==> src/inc/imprc_defs.svh <==
`ifndef IMPRC_DEFS_SVH
`define IMPRC_DEFS_SVH

`define IMPRC_DATA_W        32
`define IMPRC_ADDR_W        12
`define IMPRC_ID_W          5

`define IMPRC_OFF_NVEC      12'h100
`define IMPRC_OFF_FVEC      12'h104
`define IMPRC_OFF_CURID     12'h108
`define IMPRC_OFF_PEND      12'h10c
`define IMPRC_OFF_MASK      12'h110
`define IMPRC_OFF_CORE      12'h114
`define IMPRC_OFF_ENABLE    12'h120
`define IMPRC_OFF_DISABLE   12'h124
`define IMPRC_OFF_CLEAR     12'h128
`define IMPRC_OFF_SET       12'h12c
`define IMPRC_OFF_EOS       12'h130
`define IMPRC_OFF_SPU       12'h134
`define IMPRC_OFF_DEBUG     12'h138
`define IMPRC_OFF_FFEN      12'h140
`define IMPRC_OFF_FFDIS     12'h144
`define IMPRC_OFF_FFSTAT    12'h148
`define IMPRC_OFF_EVSTAT    12'h150
`define IMPRC_OFF_EVCLR     12'h154
`define IMPRC_OFF_EVEN      12'h158

`define IMPRC_RST_WORD      32'h0000_0000
`define IMPRC_RST_DEBUG     2'h0
`define IMPRC_RST_EV        3'h0

`define IMPRC_BIT_FAST      0
`define IMPRC_BIT_SYS       1
`define IMPRC_BIT_PROTECTION_MODE_BIT      0
`define IMPRC_BIT_GLOBAL_LINE_MASK_BIT      1
`define IMPRC_DEBUG_W       2

`define IMPRC_EV_W          3
`define IMPRC_EV_SPUR_NORM  0
`define IMPRC_EV_SPUR_FAST  1
`define IMPRC_EV_EOS_IDLE   2

`endif

==> src/inc/imprc_pkg.sv <==
`default_nettype none
`include "imprc_defs.svh"
package imprc_pkg;

  typedef struct packed {
    logic [`IMPRC_ADDR_W-1:0] addr;
    logic [`IMPRC_DATA_W-1:0] wdata;
    logic                     wr;
    logic                     rd;
  } imprc_bus_req_t;

  typedef enum logic {
    SVC_IDLE,
    SVC_BUSY
  } imprc_svc_t;

endpackage
`default_nettype wire

==> src/imprc_top.sv <==
// Strobed register access and the address map are this design's own decisions.
`timescale 1ns/1ns
`default_nettype none
`include "imprc_defs.svh"
module imprc_top #(
  parameter int NUM_SRC = 32
) (
  input  wire logic                       clock,
  input  wire logic                       rst_b,
  input  wire imprc_pkg::imprc_bus_req_t  busReq,
  output logic [`IMPRC_DATA_W-1:0]        busRdata,
  input  wire logic [NUM_SRC-1:0]         sourceRequest,
  input  wire logic [`IMPRC_DATA_W-1:0]   candidateVector,
  input  wire logic [`IMPRC_DATA_W-1:0]   fastVector,
  output logic [`IMPRC_ID_W-1:0]          candidateId,
  output logic                            coreNormalRequestLine_n,
  output logic                            coreFastRequestLine_n,
  output logic                            irq
);
  import imprc_pkg::*;

  // wider source sets would not fit one readable word
  if (NUM_SRC < 2 || NUM_SRC > `IMPRC_DATA_W) begin : gBadWidth
    $error("NUM_SRC must lie between 2 and the data width");
  end

  function automatic logic hit(input logic [`IMPRC_ADDR_W-1:0] a,
                               input logic [`IMPRC_ADDR_W-1:0] off);
    hit = (a == off);
  endfunction

  function automatic logic [`IMPRC_ID_W-1:0] lowestSet(input logic [NUM_SRC-1:0] v);
    logic [`IMPRC_ID_W-1:0] idx;
    idx = '0;
    for (int i = NUM_SRC - 1; i >= 0; i--) begin
      if (v[i]) begin
        idx = `IMPRC_ID_W'(i);
      end
    end
    lowestSet = idx;
  endfunction

  // state
  logic [NUM_SRC-1:0]        pendQ, pendD;
  logic [NUM_SRC-1:0]        maskQ, maskD;
  logic [NUM_SRC-1:0]        forceQ, forceD;
  logic [NUM_SRC-1:0]        srcPrevQ;
  logic [`IMPRC_DATA_W-1:0]  spuQ;
  logic [`IMPRC_DEBUG_W-1:0] debugQ;
  logic                      fastActiveQ, normalActiveQ;
  logic [`IMPRC_ID_W-1:0]    candIdQ, curIdQ;
  logic                      candValidQ;
  imprc_svc_t                svcQ, svcD;
  logic [`IMPRC_EV_W-1:0]    evQ, evEnQ, evSet;
  logic [`IMPRC_DATA_W-1:0]  rdataQ, rdataD;

  // address decode
  wire logic wrEnable  = busReq.wr && hit(busReq.addr, `IMPRC_OFF_ENABLE);
  wire logic wrDisable = busReq.wr && hit(busReq.addr, `IMPRC_OFF_DISABLE);
  wire logic wrClear   = busReq.wr && hit(busReq.addr, `IMPRC_OFF_CLEAR);
  wire logic wrSet     = busReq.wr && hit(busReq.addr, `IMPRC_OFF_SET);
  wire logic wrEos     = busReq.wr && hit(busReq.addr, `IMPRC_OFF_EOS);
  wire logic wrSpu     = busReq.wr && hit(busReq.addr, `IMPRC_OFF_SPU);
  wire logic wrDebug   = busReq.wr && hit(busReq.addr, `IMPRC_OFF_DEBUG);
  wire logic wrFfEn    = busReq.wr && hit(busReq.addr, `IMPRC_OFF_FFEN);
  wire logic wrFfDis   = busReq.wr && hit(busReq.addr, `IMPRC_OFF_FFDIS);
  wire logic wrEvClr   = busReq.wr && hit(busReq.addr, `IMPRC_OFF_EVCLR);
  wire logic wrEvEn    = busReq.wr && hit(busReq.addr, `IMPRC_OFF_EVEN);
  wire logic wrNvec    = busReq.wr && hit(busReq.addr, `IMPRC_OFF_NVEC);
  wire logic rdNvec    = busReq.rd && hit(busReq.addr, `IMPRC_OFF_NVEC);
  wire logic rdFvec    = busReq.rd && hit(busReq.addr, `IMPRC_OFF_FVEC);

  wire logic [NUM_SRC-1:0] wBits   = busReq.wdata[NUM_SRC-1:0];
  wire logic               protOn  = debugQ[`IMPRC_BIT_PROTECTION_MODE_BIT];
  wire logic               gmskOn  = debugQ[`IMPRC_BIT_GLOBAL_LINE_MASK_BIT];

  // forcing never applies to the fast source itself
  localparam logic [NUM_SRC-1:0] FORCE_IMPL = ~NUM_SRC'(1);

  wire logic [NUM_SRC-1:0] srcRise   = sourceRequest & ~srcPrevQ;
  wire logic [NUM_SRC-1:0] enabled   = pendQ & maskQ;
  wire logic [NUM_SRC-1:0] fastRoute = forceQ | NUM_SRC'(1);
  wire logic [NUM_SRC-1:0] normCand  = enabled & ~fastRoute;
  wire logic               fastReq   = |(enabled & fastRoute);
  wire logic               normReq   = |normCand && (svcQ == SVC_IDLE);

  // acknowledge: vector read when protection is off; when it is on, normal vector write only, fast never
  wire logic nAck      = (protOn ? wrNvec : rdNvec) && candValidQ && (svcQ == SVC_IDLE);
  wire logic nSpurious = rdNvec && !(candValidQ && (svcQ == SVC_IDLE));
  wire logic fAck      = rdFvec && fastReq && !protOn;
  wire logic fSpurious = rdFvec && !fastReq;

  // pending: edges and set win over any clear in the same cycle
  logic [NUM_SRC-1:0] ackClr;
  always_comb begin
    ackClr = '0;
    if (nAck) begin
      ackClr[candIdQ] = 1'b1;
    end
    if (fAck) begin
      ackClr[`IMPRC_BIT_FAST] = 1'b1;
    end
  end

  assign pendD = (pendQ & ~(wrClear ? wBits : '0) & ~ackClr)
               | (wrSet ? wBits : '0)
               | srcRise;
  assign maskD = (maskQ | (wrEnable ? wBits : '0))
               & ~(wrDisable ? wBits : '0);
  assign forceD = ((forceQ | (wrFfEn ? wBits : '0))
                & ~(wrFfDis ? wBits : '0)) & FORCE_IMPL;

  // one service at a time; nesting needs the priority stage
  always_comb begin
    svcD = svcQ;
    case (svcQ)
      SVC_IDLE: begin
        if (nAck) begin
          svcD = SVC_BUSY;
        end
      end
      SVC_BUSY: begin
        if (wrEos) begin
          svcD = SVC_IDLE;
        end
      end
      default: svcD = SVC_IDLE;
    endcase
  end

  assign evSet = {wrEos && (svcQ == SVC_IDLE), fSpurious, nSpurious};

  // read mux
  always_comb begin
    rdataD = '0;
    if (busReq.rd) begin
      case (busReq.addr)
        `IMPRC_OFF_NVEC:   rdataD = nSpurious ? spuQ : candidateVector;
        `IMPRC_OFF_FVEC:   rdataD = fastReq ? fastVector : spuQ;
        `IMPRC_OFF_CURID:  rdataD = `IMPRC_DATA_W'(curIdQ);
        `IMPRC_OFF_PEND:   rdataD = `IMPRC_DATA_W'(pendQ);
        `IMPRC_OFF_MASK:   rdataD = `IMPRC_DATA_W'(maskQ);
        `IMPRC_OFF_CORE:   rdataD = `IMPRC_DATA_W'({normalActiveQ, fastActiveQ});
        `IMPRC_OFF_SPU:    rdataD = spuQ;
        `IMPRC_OFF_DEBUG:  rdataD = `IMPRC_DATA_W'(debugQ);
        `IMPRC_OFF_FFSTAT: rdataD = `IMPRC_DATA_W'(forceQ);
        `IMPRC_OFF_EVSTAT: rdataD = `IMPRC_DATA_W'(evQ);
        `IMPRC_OFF_EVEN:   rdataD = `IMPRC_DATA_W'(evEnQ);
        default:           rdataD = '0;
      endcase
    end
  end

  always_ff @(posedge clock or negedge rst_b) begin
    if (!rst_b) begin
      pendQ    <= '0;
      maskQ    <= '0;
      forceQ   <= '0;
      srcPrevQ <= '0;
    end else begin
      pendQ    <= pendD;
      maskQ    <= maskD;
      forceQ   <= forceD;
      srcPrevQ <= sourceRequest;
    end
  end

  always_ff @(posedge clock or negedge rst_b) begin
    if (!rst_b) begin
      spuQ   <= `IMPRC_RST_WORD;
      debugQ <= `IMPRC_RST_DEBUG;
    end else begin
      if (wrSpu) begin
        spuQ <= busReq.wdata;
      end
      if (wrDebug) begin
        debugQ <= busReq.wdata[`IMPRC_DEBUG_W-1:0];
      end
    end
  end

  // lines are registered so they never glitch toward the core
  always_ff @(posedge clock or negedge rst_b) begin
    if (!rst_b) begin
      fastActiveQ   <= 1'b0;
      normalActiveQ <= 1'b0;
    end else begin
      fastActiveQ   <= fastReq && !gmskOn;
      normalActiveQ <= normReq && !gmskOn;
    end
  end

  always_ff @(posedge clock or negedge rst_b) begin
    if (!rst_b) begin
      candIdQ    <= '0;
      candValidQ <= 1'b0;
      curIdQ     <= '0;
      svcQ       <= SVC_IDLE;
    end else begin
      candIdQ    <= lowestSet(normCand);
      candValidQ <= |normCand;
      svcQ       <= svcD;
      if (nAck) begin
        curIdQ <= candIdQ;
      end
    end
  end

  // set wins over a clear in the same cycle
  always_ff @(posedge clock or negedge rst_b) begin
    if (!rst_b) begin
      evQ    <= `IMPRC_RST_EV;
      evEnQ  <= `IMPRC_RST_EV;
      rdataQ <= '0;
    end else begin
      evQ    <= (evQ & ~(wrEvClr ? busReq.wdata[`IMPRC_EV_W-1:0] : '0)) | evSet;
      rdataQ <= rdataD;
      if (wrEvEn) begin
        evEnQ <= busReq.wdata[`IMPRC_EV_W-1:0];
      end
    end
  end

  assign busRdata                = rdataQ;
  assign candidateId             = candIdQ;
  assign coreFastRequestLine_n   = !fastActiveQ;
  assign coreNormalRequestLine_n = !normalActiveQ;
  assign irq                     = |(evQ & evEnQ);

  property p_enable;
    @(posedge clock) disable iff (!rst_b)
    wrEnable |=> ((maskQ & $past(wBits)) == $past(wBits));
  endproperty
  a_enable: assert property (p_enable) else $error("enable did not set mask");

  property p_disable;
    @(posedge clock) disable iff (!rst_b)
    wrDisable |=> ((maskQ & $past(wBits)) == '0);
  endproperty
  a_disable: assert property (p_disable) else $error("disable did not clear mask");

  property p_clear;
    @(posedge clock) disable iff (!rst_b)
    wrClear && (srcRise == '0) |=> ((pendQ & $past(wBits)) == '0);
  endproperty
  a_clear: assert property (p_clear) else $error("clear left pending bits");

  property p_set;
    @(posedge clock) disable iff (!rst_b)
    wrSet |=> ((pendQ & $past(wBits)) == $past(wBits));
  endproperty
  a_set: assert property (p_set) else $error("set did not raise pending");

  property p_global_line_mask_bit;
    @(posedge clock) disable iff (!rst_b)
    gmskOn |=> (coreNormalRequestLine_n && coreFastRequestLine_n);
  endproperty
  a_global_line_mask_bit: assert property (p_global_line_mask_bit) else $error("line active under general mask");

  property p_ffen;
    @(posedge clock) disable iff (!rst_b)
    wrFfEn |=> !forceQ[`IMPRC_BIT_FAST] && ((forceQ & $past(wBits) & FORCE_IMPL)
                                           == ($past(wBits) & FORCE_IMPL));
  endproperty
  a_ffen: assert property (p_ffen) else $error("forcing enable wrong");

  property p_spur;
    @(posedge clock) disable iff (!rst_b)
    nSpurious |=> (busRdata == $past(spuQ));
  endproperty
  a_spur: assert property (p_spur) else $error("spurious read missed vector");

  property p_cmdzero;
    @(posedge clock) disable iff (!rst_b)
    busReq.rd && hit(busReq.addr, `IMPRC_OFF_ENABLE) |=> (busRdata == '0);
  endproperty
  a_cmdzero: assert property (p_cmdzero) else $error("command read not zero");

  property p_core;
    @(posedge clock) disable iff (!rst_b)
    busReq.rd && hit(busReq.addr, `IMPRC_OFF_CORE) |=>
      (busRdata[1:0] == {!$past(coreNormalRequestLine_n), !$past(coreFastRequestLine_n)});
  endproperty
  a_core: assert property (p_core) else $error("core status mismatch");

  property p_eos;
    @(posedge clock) disable iff (!rst_b)
    wrEos |=> (svcQ == SVC_IDLE) ##1
      (coreNormalRequestLine_n == !$past(|normCand && !gmskOn));
  endproperty
  a_eos: assert property (p_eos) else $error("service not ended by end write");

  property p_pendEdge;
    @(posedge clock) disable iff (!rst_b)
    (srcRise != '0) |=> ((pendQ & $past(srcRise)) == $past(srcRise));
  endproperty
  a_pendEdge: assert property (p_pendEdge) else $error("source edge not pending");

  property p_pendRead;
    @(posedge clock) disable iff (!rst_b)
    busReq.rd && hit(busReq.addr, `IMPRC_OFF_PEND) |=>
      (busRdata == `IMPRC_DATA_W'($past(pendQ)));
  endproperty
  a_pendRead: assert property (p_pendRead) else $error("pending view mismatch");

  property p_maskRead;
    @(posedge clock) disable iff (!rst_b)
    busReq.rd && hit(busReq.addr, `IMPRC_OFF_MASK) |=>
      (busRdata == `IMPRC_DATA_W'($past(maskQ)));
  endproperty
  a_maskRead: assert property (p_maskRead) else $error("mask view mismatch");

  property p_enableKeep;
    @(posedge clock) disable iff (!rst_b)
    wrEnable |=> ((maskQ & ~$past(wBits)) == ($past(maskQ) & ~$past(wBits)));
  endproperty
  a_enableKeep: assert property (p_enableKeep) else $error("enable zero bit moved mask");

  property p_disableKeep;
    @(posedge clock) disable iff (!rst_b)
    wrDisable |=> ((maskQ & ~$past(wBits)) == ($past(maskQ) & ~$past(wBits)));
  endproperty
  a_disableKeep: assert property (p_disableKeep) else $error("disable zero bit moved mask");

  property p_fastLine;
    @(posedge clock) disable iff (!rst_b)
    fastReq && !gmskOn |=> !coreFastRequestLine_n;
  endproperty
  a_fastLine: assert property (p_fastLine) else $error("fast line not driven");

  property p_normLine;
    @(posedge clock) disable iff (!rst_b)
    normReq && !gmskOn |=> !coreNormalRequestLine_n;
  endproperty
  a_normLine: assert property (p_normLine) else $error("normal line not driven");

  property p_svcBusy;
    @(posedge clock) disable iff (!rst_b)
    nAck |=> (svcQ == SVC_BUSY);
  endproperty
  a_svcBusy: assert property (p_svcBusy) else $error("acknowledge did not start service");

  property p_spuWrite;
    @(posedge clock) disable iff (!rst_b)
    wrSpu |=> (spuQ == $past(busReq.wdata));
  endproperty
  a_spuWrite: assert property (p_spuWrite) else $error("spurious vector not stored");

  property p_fvecSpur;
    @(posedge clock) disable iff (!rst_b)
    fSpurious |=> (busRdata == $past(spuQ));
  endproperty
  a_fvecSpur: assert property (p_fvecSpur) else $error("fast spurious read missed vector");

  property p_debugWrite;
    @(posedge clock) disable iff (!rst_b)
    wrDebug |=> (debugQ == $past(busReq.wdata[`IMPRC_DEBUG_W-1:0]));
  endproperty
  a_debugWrite: assert property (p_debugWrite) else $error("debug control not stored");

  property p_ffdis;
    @(posedge clock) disable iff (!rst_b)
    wrFfDis |=> ((forceQ & $past(wBits)) == '0);
  endproperty
  a_ffdis: assert property (p_ffdis) else $error("forcing disable left bits");

  property p_ffstat;
    @(posedge clock) disable iff (!rst_b)
    busReq.rd && hit(busReq.addr, `IMPRC_OFF_FFSTAT) |=>
      !busRdata[`IMPRC_BIT_FAST];
  endproperty
  a_ffstat: assert property (p_ffstat) else $error("forcing status shows fast source");

  property p_rdIdle;
    @(posedge clock) disable iff (!rst_b)
    !busReq.rd |=> (busRdata == '0);
  endproperty
  a_rdIdle: assert property (p_rdIdle) else $error("read data outside read slot");

endmodule
`default_nettype wire

==> config.mk <==
export PLATFORM = sky130hd
export DESIGN_NAME = imprc_top
export DESIGN_NICKNAME = d
export VERILOG_FILES = /design/src/inc/imprc_pkg.sv /design/src/imprc_top.sv
export VERILOG_INCLUDE_DIRS = /design/src /design/src/inc
export SDC_FILE = /design/constraint.sdc
export NUM_CORES = 1
export LEC_CHECK = 0
export ABC_AREA = 1
export BUFFER_PORTS_ARGS = -buffer_cell sky130_fd_sc_hd__buf_2
export CORE_ASPECT_RATIO = 0.6
export CORE_MARGIN = 4
export CORE_UTILIZATION = 57
export DETAILED_ROUTE_END_ITERATION = 8
export GPL_ROUTABILITY_DRIVEN = 1
export GPL_TIMING_DRIVEN = 0
export PLACE_DENSITY = 0.81
export SYNTH_ARGS = -nofsm -noshare
export SYNTH_HDL_FRONTEND = slang
export SYNTH_SLANG_ARGS = --single-unit
==> constraint.sdc <==
create_clock -name clock -period 2.2 [get_ports clock]
set_input_delay 0.22 -clock clock [delete_from_list [all_inputs] [get_ports clock]]
set_output_delay 0.22 -clock clock [all_outputs]
set_load 0.05 [all_outputs]
==> metrics.txt <==
min-delay worst type=in2reg; violated checks=DRC, setup timing; asr flop ratio synth=1.000; Vias=11960; Num CTS Buffers=21; CP max stage cell=dfrtp_1; die height=approximately 120 um; Fin. Hold Viols=0; final core utilization=0.7500; element type at the critical path start=register; total track usage=0.3780; maximum VDD drop=0.0005772 V; Chip Width=roughly 190 um; # DRC=10; synthesized area per cell=8.253 um^2; number of synthesized flops with an enable pin=0; Final WS setup=-133.7 ps; setup_tns=-133.7 ps; vias in the first global route=between 10000 and 15000; RR Endpoint=candidateId[0]; status=complete, but fails checks; Final Cycle Share=1.061; gpl congestion=1.024; post-synth top area share=0.4823; Synth area leaders=dfrtp_1 48%, inv_1 8.7%, nand2_1 7.5%, o221ai_1 7.0%, o21ai_0 5.1%; clock tree buffer depth=3; largest area contributor in the netlist=dfrtp_1; core area=19030 um^2; reg-to-reg setup timing slack=-130 ps; Int Pwr=between 6 and 7 mW; initial antenna violation count=0; CTS root buffer=clkbuf_16; Layout fillers=1397; RSZ-0062 raised after global routing=true; share of power burned in registers=0.487; Post-DRT Antenna Nets=0; Slew @ Worst Pin=~860 ps; clock share of power=0.432; Seq cells post-synth=213; Layout Nets=1783; Worst R2R Path Depth=31; hpwl dp=28970 um; Placed Area=12310 um^2; crit path kind=reg2reg; Crit Path Max Fanout=3; leakage=6.658 nW; number of clock sinks=about 210; Finished Layout Cells=1898; Synth Instances=around 1300; CP Data Arrival Time=between 2000 and 3000 ps; CTS tree=built; Warnings, synthesis=0; Slew Viols, Final=0; Max-cap violations=0; Req. time, crit path=about 2600 ps; Register Area=about 5300 um^2; Combinational Power Share=0.081; clock-pin slew on the worst setup and hold paths=about 60 ps; area delta synth->final=29.16%; critical path endpoint=candidateId[0]; Placed Instances=1768; worst slack at placement=-810.4 ps; Routed WL per cell=22.42 um; prevailing post-synth register cell=dfrtp_1; first-pass GRT wire length=about 64000 um; multi-input logic area=4695 um^2; Row Count=39; kind of end point of the critical path=register; sequential area share after synthesis=0.4823; I/O pin count=around 180; worst flop-to-flop path startpoint=pendQ[30]; Worst slew margin=0.4267; Switching Share=0.2470; H-tree depth=1; Setup Skew=9.889 ps; Hold Path Origin=fastVector[15]; fraction of layout cells with a size suffix above 1=0.2318; critical path launch point=pendQ[30]; IO buf count=182; mapped cell area=11050 um^2; Post-Syn Nets=1483; fmax=428.5 MHz; Yosys cell types=41; die area=21750 um^2; gr ovfl total=0; Final setup violation count=1; iteration-0 DRC count of the detailed router=2140; Vias/cell=6.301; Sw Pwr=2.029 mW; Slowest Stage Delay on Critical Path=450 ps; Routed WL=42560 um; Design Area, Final=14270 um^2; largest net degree at the start of global routing=109; most frequent CP cell=nand2_1; Period minus WS final=2334 ps; clk_lat worst skew=~500 ps; antenna diode count=0; PwrDens=approximately 580 nW/um^2; DRT Pass-1 Iters=9; Starting Density=0.5807
## cell usage after synthesis (2+ instances only)
cell type / instances
buf_4: 3
o22ai_1: 7
o21ai_1: 26
a21oi_1: 36
a221oi_1: 31
dfrtp_1: 213
nand2_2: 2
a22oi_1: 31
inv_2: 25
o211ai_1: 35
o21ai_0: 112
clkbuf_1: 47
mux2_2: 2
nor3_2: 4
nor2_2: 6
nand4_1: 3
o32ai_1: 2
buf_2: 8
inv_1: 256
nor2_4: 3
o221ai_1: 88
nand2_1: 222
nand3_1: 53
a2111oi_0: 2
a311oi_1: 3
o21bai_1: 4
nor2_1: 45
o311ai_0: 3
nor3_1: 47
a31oi_1: 5
buf_1: 2
nor4_1: 4
## metal layers
| metal | up-vias | part of all wire | global-route usage |
|---|---|---|---|
| met5 | - | 0 | 0 |
| met3 | 160 | 0.15 | 0.1252 |
| li1 | 5196 | - | - |
| met1 | 5610 | 0.39 | 0.5312 |
| met4 | 0 | 0.038 | 0.1354 |
| met2 | 993 | 0.42 | 0.5546 |
## critical path: cells and delay by family, from the launching register on
kind,cells,cell delay [ps]
simple gates,31,1810
flops,1,450
## cell usage in the layout (no fill, tap or decap), types with 9 or more instances in the layout
master / count
o221ai_1: 88
nand2_2: 12
clkbuf_16: 27
inv_1: 232
a21oi_1: 35
dfrtp_1: 213
dlygate4sd3_1: 64
o21ai_0: 110
a22oi_1: 31
nor2_2: 9
o21ai_1: 26
nand3_1: 47
nor3_1: 40
inv_2: 47
o211ai_1: 35
buf_4: 29
a221oi_1: 25
nor2_1: 42
nand2_1: 211
buf_2: 191
clkbuf_1: 40
## area by class of cell
| type | instances | area share |
|---|---|---|
| Sequential cell | 213 | 0.3735 |
| Multi-Input combinational cell | 785 | 0.3289 |
| Timing Repair Buffer | 276 | 0.1288 |
| Inverter | 281 | 0.07495 |
| Clock buffer | 29 | 0.04103 |
| Buffer | 60 | 0.02612 |
| Tap cell | 246 | 0.02157 |
| Clock inverter | 7 | 0.004734 |
| Timing Repair inverter | 1 | 0.0004383 |
## timing repair
| item | in CTS | in global routing |
|---|---|---|
| endpoints found under the hold margin | 170 | 0 |
| gates cloned | 3 | 0 |
| hold buffers | 64 | 0 |
| endpoints found under the setup margin | 40 | 60 |
| buffers inserted | 14 | 13 |
| gates resized for setup | 62 | 66 |
| pin swaps | 12 | 13 |
## sequential cells by signal (all words and copies together) (netlist names), 5 cells and up
name         flops
curIdQ           5
candidateId      5
forceQ          31
maskQ           32
spuQ            32
busRdata        32
pendQ           32
srcPrevQ        32
## power groups by stage
stage          Sequential [mW]  Combinational [mW]  Clock, mW
2_1_floorplan             4.07               0.181          0
3_3_place_gp              4.06               0.528          0
3_5_place_dp              4.07               0.544          0
4_1_cts                   3.99               0.640       3.54
5_1_grt                   4.00               0.723       3.73
6_report                  4.00               0.667       3.55
## how the worst min path moves through the flow
stage | cells past startpoint | end
6_report | 3 | busRdata[15]
5_1_grt | 3 | busRdata[2]
4_1_cts | 3 | busRdata[15]
3_5_place_dp | 1 | busRdata[7]
3_3_place_gp | 1 | srcPrevQ[2]
2_1_floorplan | 0 | busRdata[0]
## cells by family after synthesis
group,after synthesis,synth area share
DFF,213,0.4823
buffers and inverters,341,0.1178
and+or+nand+nor,391,0.1547
muxes,2,0.002038
AOI/OAI and AO/OA,392,0.2432
## metrics by stage
stage               hold WS, ps  power [mW]
floorplan                -75.59       4.255
global placement          341.7       4.592
detailed placement        331.1       4.609
CTS                       36.01       8.176
global route              71.31       8.448
finish                    45.31       8.213
Note: power is estimated with default switching activity, not from simulation.
